### config.mk
export PLATFORM = sky130hd
export DESIGN_NAME = i2c_master_xfer
export DESIGN_NICKNAME = d
export VERILOG_FILES = /design/src/shared/i2c_master_pkg.sv /design/src/core/baud_gen.sv /design/src/core/i2c_master_xfer.sv /design/src/core/pin_sync.sv
export VERILOG_INCLUDE_DIRS = /design/src /design/src/shared
export SDC_FILE = /design/constraint.sdc
export NUM_CORES = 1
export LEC_CHECK = 0
export ABC_AREA = 1
export BUFFER_PORTS_ARGS = -buffer_cell sky130_fd_sc_hd__buf_2
export CAP_MARGIN = 20
export CORE_MARGIN = 2
export CORE_UTILIZATION = 40
export CTS_BUF_LIST = sky130_fd_sc_hd__clkbuf_16
export DETAILED_ROUTE_END_ITERATION = 7
export GPL_TIMING_DRIVEN = 0
export HOLD_SLACK_MARGIN = 0.08
export PLACE_DENSITY_LB_ADDON = 0.05
export SYNTH_ARGS = -nofsm -noshare
export SYNTH_HDL_FRONTEND = slang
export SYNTH_HIERARCHICAL = 1
export SYNTH_SLANG_ARGS = --single-unit
### constraint.sdc
create_clock -name clock -period 5.65 [get_ports clock]
set_input_delay 0.8475 -clock clock [delete_from_list [all_inputs] [get_ports clock]]
set_output_delay 0.8475 -clock clock [all_outputs]
set_load 0.01 [all_outputs]
### src/shared/i2c_master_regs.svh
`ifndef I2C_MASTER_REGS_SVH
`define I2C_MASTER_REGS_SVH

// ----------------------------------------------------------------------
// Register offsets on the plain register port.
// ----------------------------------------------------------------------
`define OFF_TRANSFER_BUFFER   2'h0
`define OFF_STATUS            2'h1
`define OFF_CONTROL_TWO       2'h2
`define OFF_BAUD_RELOAD       2'h3

// ----------------------------------------------------------------------
// Status register bit positions.
// ----------------------------------------------------------------------
`define ST_BUFFER_FULL        0
`define ST_ACK_STATUS         1
`define ST_IRQ_FLAG           2
`define ST_WRITE_COLLISION    3
`define ST_RECEIVE_OVERFLOW   4
`define ST_BUS_COLLISION      5
`define ST_BUSY               6

// ----------------------------------------------------------------------
// Control register two bit positions.
// ----------------------------------------------------------------------
`define CT_START_ENABLE       0
`define CT_RECEIVE_ENABLE     3
`define CT_ACK_SEQ_ENABLE     4
`define CT_ACK_DATA           5

// ----------------------------------------------------------------------
// Reset values and counts.
// ----------------------------------------------------------------------
`define RST_BAUD_RELOAD       8'h09
`define RST_BYTE              8'h00
`define LAST_BIT_INDEX        3'h7

`endif
### src/shared/i2c_master_pkg.sv
package i2c_master_pkg;

   // -------------------------------------------------------------------
   // Sequencer states, one-hot.
   // -------------------------------------------------------------------
   typedef enum logic [10:0] {
      s_idle      = 11'h001,
      s_start_hi  = 11'h002,
      s_start_lo  = 11'h004,
      s_tx_low    = 11'h008,
      s_tx_high   = 11'h010,
      s_ack_low   = 11'h020,
      s_ack_high  = 11'h040,
      s_rx_low    = 11'h080,
      s_rx_high   = 11'h100,
      s_aseq_low  = 11'h200,
      s_aseq_high = 11'h400
   } state_type;

endpackage

### src/core/baud_gen.sv
`timescale 1ns/1ns
module baud_gen (
   input  wire logic       clock,
   input  wire logic       reset,
   input  wire logic       clock_en,
   input  wire logic       run,
   input  wire logic       restart,
   input  wire logic [6:0] reload,
   output logic            rollover
);

   // -------------------------------------------------------------------
   // Reload down-counter; one rollover pulse per baud period.
   // -------------------------------------------------------------------
   logic [6:0] count_q;

   // While stopped the counter sits at the reload value, so every phase
   // starts with a full period.
   always_ff @(posedge clock) begin
      if (reset) begin
         count_q  <= 7'h00;
         rollover <= 1'b0;
      end else if (clock_en) begin
         rollover <= 1'b0;
         if (!run || restart) begin
            count_q <= reload;
         end else if (count_q == 7'h00) begin
            count_q  <= reload;
            rollover <= 1'b1;
         end else begin
            count_q <= count_q - 7'h01;
         end
      end
   end

endmodule

### src/core/i2c_master_xfer.sv
// Operation
// - Buffer write sets buffer-full and starts the baud generator for transmission.
// - Data changes after SCL falls; SCL low one period, released one period.
// - Eighth falling edge clears buffer-full and releases SDA for acknowledge.
// - Ninth clock samples SDA: low clears ack status, high sets it.
// - After ninth clock set irq flag, stop generator, hold SCL low.
// - Address byte: seven address bits then direction bit, each on SCL fall.
// - Buffer write during transmission is dropped and sets write collision.
// - Buffer write during reception is dropped and sets write collision.
// - Receive enable starts reception only when idle; otherwise ignored.
// - Reception toggles SCL each rollover and shifts sampled SDA in.
// - Eighth received fall: clear enable, load buffer if not full, set flags, hold SCL, idle.
// - Received byte sets buffer-full; reading the buffer clears it.
// - Ack sequence enable after reception sends an acknowledge bit.
// - Byte completing while buffer-full still set sets receive overflow.
// - Low SDA or SCL at start, or early SCL low: abort, collision, idle.
// - Start with SDA high loads reload field; SCL low meanwhile is collision.
// - SDA sampled low during start count restarts count and drives SDA early.
// - After SDA low, count again ignoring SCL, then drive SCL low.
`timescale 1ns/1ns
`include "i2c_master_regs.svh"
module i2c_master_xfer
   import i2c_master_pkg::*;
(
   input  wire logic       clock,
   input  wire logic       reset,
   input  wire logic       clock_en,
   input  wire logic [1:0] addr,
   input  wire logic [7:0] wdata,
   input  wire logic       wr,
   input  wire logic       rd,
   output logic [7:0]      rdata,
   input  wire logic       scl_in,
   output logic            scl_out,
   output logic            scl_oe_n,
   input  wire logic       sda_in,
   output logic            sda_out,
   output logic            sda_oe_n
);

   // -------------------------------------------------------------------
   // Declarations.
   // -------------------------------------------------------------------
   state_type  state_q;
   state_type  state_d;
   logic       scl_s;
   logic       sda_s;
   logic       rollover;
   logic       run;
   logic       restart;
   logic [7:0] transfer_buffer_q;
   logic [7:0] shift_register_q;
   logic [2:0] bit_cnt_q;
   logic [7:0] baud_reload_register_q;
   logic       buffer_full_flag_q;
   logic       ack_status_bit_q;
   logic       serial_port_irq_flag_q;
   logic       write_collision_flag_q;
   logic       receive_overflow_flag_q;
   logic       bus_collision_flag_q;
   logic       start_enable_q;
   logic       receive_enable_bit_q;
   logic       ack_sequence_enable_bit_q;
   logic       ack_data_q;
   logic       wr_buf;
   logic       wr_stat;
   logic       wr_ctl;
   logic       wr_baud;
   logic       rd_buf;
   logic       idle;
   logic       eighth;
   logic       tx_take;
   logic       ev_write_collision_flag;
   logic       ev_bcl;
   logic       ev_start_done;
   logic       ev_tx_fall8;
   logic       ev_tx_done;
   logic       ev_rx_done;
   logic       ev_aseq_done;
   logic [7:0] rx_byte;
   logic       sda_want_q;

   // Register decode shared by every strobe.
   function automatic logic hit(input logic [1:0] a, input logic [1:0] off);
      hit = (a == off);
   endfunction

   // -------------------------------------------------------------------
   // Pin sampling and baud generator.
   // -------------------------------------------------------------------
   pin_sync u_sync (
      .clock    (clock),
      .reset    (reset),
      .clock_en (clock_en),
      .scl_in   (scl_in),
      .sda_in   (sda_in),
      .scl_s    (scl_s),
      .sda_s    (sda_s)
   );

   // The high phases wait for SCL to read high, so a slave that stretches
   // the clock delays the count instead of being overrun.
   always_comb begin
      run = !idle;
      if ((state_q == s_tx_high) || (state_q == s_ack_high) ||
          (state_q == s_rx_high) || (state_q == s_aseq_high)) begin
         run = scl_s;
      end
   end

   baud_gen u_baud (
      .clock    (clock),
      .reset    (reset),
      .clock_en (clock_en),
      .run      (run),
      .restart  (restart),
      .reload   (baud_reload_register_q[6:0]),
      .rollover (rollover)
   );

   // -------------------------------------------------------------------
   // Strobe decode.
   // -------------------------------------------------------------------
   assign wr_buf  = wr && hit(addr, `OFF_TRANSFER_BUFFER);
   assign wr_stat = wr && hit(addr, `OFF_STATUS);
   assign wr_ctl  = wr && hit(addr, `OFF_CONTROL_TWO);
   assign wr_baud = wr && hit(addr, `OFF_BAUD_RELOAD);
   assign rd_buf  = rd && hit(addr, `OFF_TRANSFER_BUFFER);
   assign idle    = (state_q == s_idle);
   assign eighth  = (bit_cnt_q == `LAST_BIT_INDEX);
   assign rx_byte = {shift_register_q[6:0], sda_s};

   // A pending start, reception or acknowledge owns the idle sequencer, so
   // a buffer write then is a collision like one during a transfer.
   assign tx_take = wr_buf && idle && !start_enable_q && !receive_enable_bit_q &&
                    !ack_sequence_enable_bit_q;
   assign ev_write_collision_flag = wr_buf && !tx_take;

   // -------------------------------------------------------------------
   // Sequencer next state and events.
   // -------------------------------------------------------------------
   always_comb begin
      state_d       = state_q;
      restart       = 1'b0;
      ev_bcl        = 1'b0;
      ev_start_done = 1'b0;
      ev_tx_fall8   = 1'b0;
      ev_tx_done    = 1'b0;
      ev_rx_done    = 1'b0;
      ev_aseq_done  = 1'b0;
      unique case (state_q)
         s_idle: begin
            if (start_enable_q) begin
               if (!sda_s || !scl_s) begin
                  ev_bcl = 1'b1;
               end else begin
                  state_d = s_start_hi;
               end
            end else if (tx_take) begin
               state_d = s_tx_low;
            end else if (receive_enable_bit_q) begin
               state_d = s_rx_low;
            end else if (ack_sequence_enable_bit_q) begin
               state_d = s_aseq_low;
            end
         end
         s_start_hi: begin
            if (!scl_s) begin
               ev_bcl  = 1'b1;
               state_d = s_idle;
            end else if (!sda_s) begin
               restart = 1'b1;
               state_d = s_start_lo;
            end else if (rollover) begin
               state_d = s_start_lo;
            end
         end
         s_start_lo: begin
            if (rollover) begin
               ev_start_done = 1'b1;
               state_d       = s_idle;
            end
         end
         s_tx_low: begin
            if (rollover) begin
               state_d = s_tx_high;
            end
         end
         s_tx_high: begin
            if (rollover) begin
               ev_tx_fall8 = eighth;
               state_d     = eighth ? s_ack_low : s_tx_low;
            end
         end
         s_ack_low: begin
            if (rollover) begin
               state_d = s_ack_high;
            end
         end
         s_ack_high: begin
            if (rollover) begin
               ev_tx_done = 1'b1;
               state_d    = s_idle;
            end
         end
         s_rx_low: begin
            if (rollover) begin
               state_d = s_rx_high;
            end
         end
         s_rx_high: begin
            if (rollover) begin
               ev_rx_done = eighth;
               state_d    = eighth ? s_idle : s_rx_low;
            end
         end
         s_aseq_low: begin
            if (rollover) begin
               state_d = s_aseq_high;
            end
         end
         s_aseq_high: begin
            if (rollover) begin
               ev_aseq_done = 1'b1;
               state_d      = s_idle;
            end
         end
         default: begin
            state_d = s_idle;
         end
      endcase
   end

   // -------------------------------------------------------------------
   // Sequencer state, shifter and pin drive.
   // -------------------------------------------------------------------
   // Pins are open drain: an enable of zero pulls the line low and one
   // releases it to the pull-up.
   always_ff @(posedge clock) begin
      if (reset) begin
         state_q          <= s_idle;
         shift_register_q <= `RST_BYTE;
         bit_cnt_q        <= 3'h0;
         scl_oe_n         <= 1'b1;
         sda_want_q       <= 1'b1;
         scl_out          <= 1'b0;
         sda_out          <= 1'b0;
      end else if (clock_en) begin
         state_q <= state_d;
         if (ev_bcl) begin
            scl_oe_n   <= 1'b1;
            sda_want_q <= 1'b1;
         end else if (idle && (state_d == s_start_hi)) begin
            scl_oe_n   <= 1'b1;
            sda_want_q <= 1'b1;
         end else if ((state_q == s_start_hi) && (state_d == s_start_lo)) begin
            sda_want_q <= 1'b0;
         end else if (ev_start_done) begin
            scl_oe_n <= 1'b0;
         end else if (idle && (state_d == s_tx_low)) begin
            shift_register_q <= wdata;
            bit_cnt_q        <= 3'h0;
            scl_oe_n         <= 1'b0;
            sda_want_q       <= wdata[7];
         end else if (idle && (state_d == s_rx_low)) begin
            bit_cnt_q  <= 3'h0;
            scl_oe_n   <= 1'b0;
            sda_want_q <= 1'b1;
         end else if (idle && (state_d == s_aseq_low)) begin
            scl_oe_n   <= 1'b0;
            sda_want_q <= ack_data_q;
         end else if (rollover) begin
            unique case (state_q)
               s_tx_low, s_ack_low, s_rx_low, s_aseq_low: begin
                  scl_oe_n <= 1'b1;
               end
               s_tx_high: begin
                  scl_oe_n  <= 1'b0;
                  bit_cnt_q <= bit_cnt_q + 3'h1;
                  if (eighth) begin
                     sda_want_q <= 1'b1;
                  end else begin
                     shift_register_q <= {shift_register_q[6:0], 1'b0};
                     sda_want_q       <= shift_register_q[6];
                  end
               end
               s_ack_high: begin
                  scl_oe_n <= 1'b0;
               end
               s_rx_high: begin
                  scl_oe_n         <= 1'b0;
                  shift_register_q <= rx_byte;
                  bit_cnt_q        <= bit_cnt_q + 3'h1;
               end
               s_aseq_high: begin
                  scl_oe_n   <= 1'b0;
                  sda_want_q <= 1'b1;
               end
               default: begin
                  scl_oe_n <= scl_oe_n;
               end
            endcase
         end
      end
   end

   // SDA follows its wanted level one cycle late, so data never moves in
   // the cycle in which SCL is pulled low; a collision releases it at once.
   always_ff @(posedge clock) begin
      if (reset) begin
         sda_oe_n <= 1'b1;
      end else if (clock_en) begin
         sda_oe_n <= ev_bcl ? 1'b1 : sda_want_q;
      end
   end

   // -------------------------------------------------------------------
   // Transfer buffer and buffer-full flag.
   // -------------------------------------------------------------------
   // A received byte is not written over an unread one; the old byte is
   // kept and the overflow flag tells software it lost data.
   always_ff @(posedge clock) begin
      if (reset) begin
         transfer_buffer_q  <= `RST_BYTE;
         buffer_full_flag_q <= 1'b0;
      end else if (clock_en) begin
         if (tx_take) begin
            transfer_buffer_q <= wdata;
         end else if (ev_rx_done && !buffer_full_flag_q) begin
            transfer_buffer_q <= rx_byte;
         end
         if (tx_take || ev_rx_done) begin
            buffer_full_flag_q <= 1'b1;
         end else if (ev_tx_fall8 || rd_buf) begin
            buffer_full_flag_q <= 1'b0;
         end
      end
   end

   // -------------------------------------------------------------------
   // Status flags; software clears all but ack status by writing one, a set wins.
   // -------------------------------------------------------------------
   always_ff @(posedge clock) begin
      if (reset) begin
         ack_status_bit_q        <= 1'b0;
         serial_port_irq_flag_q  <= 1'b0;
         write_collision_flag_q  <= 1'b0;
         receive_overflow_flag_q <= 1'b0;
         bus_collision_flag_q    <= 1'b0;
      end else if (clock_en) begin
         if (ev_tx_done) begin
            ack_status_bit_q <= sda_s;
         end
         if (ev_tx_done || ev_rx_done || ev_start_done || ev_aseq_done) begin
            serial_port_irq_flag_q <= 1'b1;
         end else if (wr_stat && wdata[`ST_IRQ_FLAG]) begin
            serial_port_irq_flag_q <= 1'b0;
         end
         if (ev_write_collision_flag) begin
            write_collision_flag_q <= 1'b1;
         end else if (wr_stat && wdata[`ST_WRITE_COLLISION]) begin
            write_collision_flag_q <= 1'b0;
         end
         if (ev_rx_done && buffer_full_flag_q) begin
            receive_overflow_flag_q <= 1'b1;
         end else if (wr_stat && wdata[`ST_RECEIVE_OVERFLOW]) begin
            receive_overflow_flag_q <= 1'b0;
         end
         if (ev_bcl) begin
            bus_collision_flag_q <= 1'b1;
         end else if (wr_stat && wdata[`ST_BUS_COLLISION]) begin
            bus_collision_flag_q <= 1'b0;
         end
      end
   end

   // -------------------------------------------------------------------
   // Control register two and baud reload.
   // -------------------------------------------------------------------
   // Enables are set by software and cleared by hardware on completion.
   always_ff @(posedge clock) begin
      if (reset) begin
         start_enable_q            <= 1'b0;
         receive_enable_bit_q      <= 1'b0;
         ack_sequence_enable_bit_q <= 1'b0;
         ack_data_q                <= 1'b0;
         baud_reload_register_q    <= `RST_BAUD_RELOAD;
      end else if (clock_en) begin
         if (wr_baud) begin
            baud_reload_register_q <= wdata;
         end
         if (wr_ctl) begin
            ack_data_q <= wdata[`CT_ACK_DATA];
         end
         if (ev_start_done || ev_bcl) begin
            start_enable_q <= 1'b0;
         end else if (wr_ctl && wdata[`CT_START_ENABLE] && idle) begin
            start_enable_q <= 1'b1;
         end
         if (ev_rx_done) begin
            receive_enable_bit_q <= 1'b0;
         end else if (wr_ctl && wdata[`CT_RECEIVE_ENABLE] && idle) begin
            receive_enable_bit_q <= 1'b1;
         end
         if (ev_aseq_done) begin
            ack_sequence_enable_bit_q <= 1'b0;
         end else if (wr_ctl && wdata[`CT_ACK_SEQ_ENABLE] && idle) begin
            ack_sequence_enable_bit_q <= 1'b1;
         end
      end
   end

   // -------------------------------------------------------------------
   // Read port, data in the cycle after the strobe.
   // -------------------------------------------------------------------
   always_ff @(posedge clock) begin
      if (reset) begin
         rdata <= `RST_BYTE;
      end else if (clock_en) begin
         rdata <= `RST_BYTE;
         if (rd) begin
            unique case (addr)
               `OFF_TRANSFER_BUFFER: rdata <= transfer_buffer_q;
               `OFF_STATUS:          rdata <= {1'b0, !idle, bus_collision_flag_q,
                                               receive_overflow_flag_q,
                                               write_collision_flag_q,
                                               serial_port_irq_flag_q,
                                               ack_status_bit_q, buffer_full_flag_q};
               `OFF_CONTROL_TWO:     rdata <= {2'h0, ack_data_q,
                                               ack_sequence_enable_bit_q,
                                               receive_enable_bit_q, 2'h0,
                                               start_enable_q};
               `OFF_BAUD_RELOAD:     rdata <= baud_reload_register_q;
            endcase
         end
      end
   end

endmodule

### src/core/pin_sync.sv
`timescale 1ns/1ns
module pin_sync (
   input  wire logic       clock,
   input  wire logic       reset,
   input  wire logic       clock_en,
   input  wire logic       scl_in,
   input  wire logic       sda_in,
   output logic            scl_s,
   output logic            sda_s
);

   // -------------------------------------------------------------------
   // Two-stage synchroniser for the bus pins.
   // -------------------------------------------------------------------
   logic [1:0] meta_q;

   // Idle bus level is high, so both stages reset high.
   always_ff @(posedge clock) begin
      if (reset) begin
         meta_q <= 2'h3;
         scl_s  <= 1'b1;
         sda_s  <= 1'b1;
      end else if (clock_en) begin
         meta_q <= {scl_in, sda_in};
         scl_s  <= meta_q[1];
         sda_s  <= meta_q[0];
      end
   end

endmodule

==> results.md <==
- Die Wd: 108 um
- Worst Setup End Kind: flip-flop
- # setup viols final: 0
- Initial drt markers: 271
- Clock root cell: clkbuf_16
- RSZ-0062 raised after global routing: false
- Internal power: 0.945 mW
- Met3 wire len: 714 um
- Area of the multi-input gates: 2470 um2
- # fillers: 1143
- Die Area: 11700 um2
- Ys flop type: dfxtp_1
- Setup TNS: 0 ns
- Slew headroom: 55.0%
- Mean Syn Cell Area: 6.75 um2
- Largest net degree at the start of global routing: 14
- Async set-reset flop share out of synthesis: 0%
- Status: completed
- Clk pwr share: 42.1%
- Yosys cell types: 50
- Clock sink total: 70
- Layout overhead on the synthesized area: 14.0%
- Place WS: 3.00 ns
- Layout cell share with drive strength beyond 1: 16.9%
- Setup bufs post-CTS: 0
- Combinational share of power: 18.8%
- Mapped Cells: 643
- H-tree depth: 3
- Chip height: 108 um
- CP startpoint: state_q[2]
- Power Density: 278 nW/um2
- Cts repair resizes: 0
- Vias in the first global route: 4094
- Gr usage total: 24.3%
- GP Congestion: 0.940
- Met2 routed WL: 6310 um
- Ant diodes: 0
- Clock Skews: 0.00616 ns
- Most common cell after layout, fill and taps aside: nand2_1
- Final hold violations: 0
- CTS tree: done
- Startpoint types: flip-flop
- PortBufs: 26
- Hold Crit Class: reg -> reg
- Sequential Power Share: 39.0%
- Hpwl dp: 10200 um
- Hold Crit Start: u_sync/meta_q[0]
- Max cap viols: 0
- Vias: 4332
- Max Slew Vio Count: 0
- Inst Count DP: 810
- Setup WS post-layout: 3.07 ns
- CTS max path bufs: 2
- First-pass GRT wire length: 21500 um
- Drt via density: 5.24
- Hold buffer count at cts: 0
- DRC errors left: 0
- Post-DRT Antenna Nets: 0
- Tcrit/Tclk final: 45.7%
- Area contributors post-synth: dfxtp_1 32%, nand2_1 12%, inv_1 6.8%, a21oi_1 5.9%, nor2_1 5.9%
- Sw frac: 31.3%
- Worst EP required: 5.89 ns
- Top-Level Pins: 29
- Seq/Total Area, Yosys: 32.3%
- Most frequent cells in the layout: 143 x nand2_1, 79 x inv_1, 70 x dfxtp_1
- Leak Pwr: 2.24 nW
- Finished Layout Cells: 826
- Worst VDD drop: 147 uV
- Avg WL per Cell: 16.2 um
- Gr ovfl total: 0
- Design Area, Final: 4950 um2
- Nets@finish: 702
- Dpl cell area: 4650 um2
- Largest area contributor in the netlist: dfxtp_1
- Final core occ: 46.3%
- Crit path DAT: 2.82 ns
- Worst skew pair latency: 0.34 ns
- Final WL: 13400 um
- Slew at the pin closest to its max-slew limit: 0.675 ns
- Initial Utilization: 40.6%
- First-pass DRT Iterations: 4
- Core Area: 10700 um2
- Final worst path period need: 2.58 ns
- Fmax: 387 MHz
- Clock buffer count from CTS: 9
- Crit Path Max Fanout: 10
- Sw power: 0.430 mW
- Crit Path Class: reg -> reg
- EDFF count, synth: 0
- Yosys warning count: 6
- Mapped cell area: 4340 um2
- Initial antenna violation count: 0
- #FFs+latches synth: 70
- Row count: 38
- Reg2reg start: state_q[2]
- Top routing layer used: met4
- Clock transition at path regs: 0.06 ns
- Register Area: 1400 um2
- M1 WL: 6050 um
- Synth top area share: 32.3%
critical path: stages, from the launching register on:
cell and delay (ns):
dfxtp_1 0.44, nor2_1 0.11, nand2_2 0.14, nor2_4 0.06, nand2_2 0.19, nand2_1 0.15, nor2_1 0.29, nor2_1 0.07
nor2_1 0.09, inv_1 0.04, nor2_1 0.35, nand2_4 0.12, buf_8 0.16, a21oi_1 0.11, o21ai_1 0.08, nand2_1 0.06
inv_1 0.03
state kept, by name, summed over array words and instances (netlist names), 2 cells and up:
name and count:
baud_reload_register_q 8, bit_cnt_q 3, u_baud/count_q 7, transfer_buffer_q 8, rdata 8, shift_register_q 7
u_sync/meta_q 2, state_q 11
Yosys cell counts (2+ instances only):
master,instances
o21ai_2,2
clkbuf_1,9
o21ai_0,47
nor2_2,9
o211ai_1,5
buf_1,2
buf_2,4
a31oi_1,2
nand3_4,4
nand2_4,6
nand4_1,5
nand2_2,10
a21oi_1,51
o22ai_1,2
nor2_8,4
nor3_1,10
nor2_4,8
inv_1,79
inv_2,9
a221oi_1,3
o21ai_1,8
nor2_1,68
dfxtp_1,70
nand2_1,143
inv_4,3
buf_4,3
nand3_2,4
a21oi_2,2
nand3b_1,2
nand3_1,39
o31ai_1,8
ha_1,4
metrics by stage:
| step | hold slack (ns) | power [mW] |
|---|---|---|
| after floorplan | 0.429 | 0.738 |
| after global placement | 0.438 | 0.803 |
| after detailed placement | 0.449 | 0.805 |
| after CTS | 0.463 | 1.39 |
| after global routing | 0.479 | 1.44 |
| final | 0.459 | 1.38 |
power by group through the flow:
stage               clock network, mW  registers (mW)  logic, mW
finish                          0.579           0.536      0.259
global route                    0.611           0.539      0.289
CTS                             0.591           0.536      0.258
detailed placement                  0           0.547      0.257
global placement                    0           0.547      0.256
floorplan                           0           0.541      0.196
final cells by class:
class / instances / area share (%)
flip-flops and latches: 70 / 28.3
well taps: 140 / 3.54
multi-input cells: 462 / 49.9
inverters: 91 / 7.05
repair buffers: 26 / 2.63
clock buffers: 9 / 4.55
clock inverters: 7 / 1.47
plain buffers: 21 / 2.50
final timing paths:
path | depth (start not counted) | endpoint | slack [ns]
worst max-delay path | 16 | u_baud/count_q[0] | 3.07
worst min-delay path | 2 | u_sync/sda_s | 0.46
worst max register to register | 16 | u_baud/count_q[0] | 3.07
worst min register to register | 2 | u_sync/sda_s | 0.46
kinds of logic (layout without fill, tap and decap cells):
kind of cell	count (synthesis)	after routing	share of synthesized area [%]
AOI/OAI and AO/OA	139	139	18.6
DFF	70	70	32.3
adders and majority gates	4	4	1.15
and+or+nand+nor	316	316	36.8
buffers and inverters	112	154	10.9
xor gates and xnor gates	1	1	0.202
other	1	2	0.0863
layer usage:
metal  vias up  global-route usage (%)
li1       2170                       -
met1      2008                    30.9
met2       132                    40.8
met3        22                    4.58
met4         0                    9.34
met5         -                       0
Note: power is estimated with default switching activity, not from simulation.
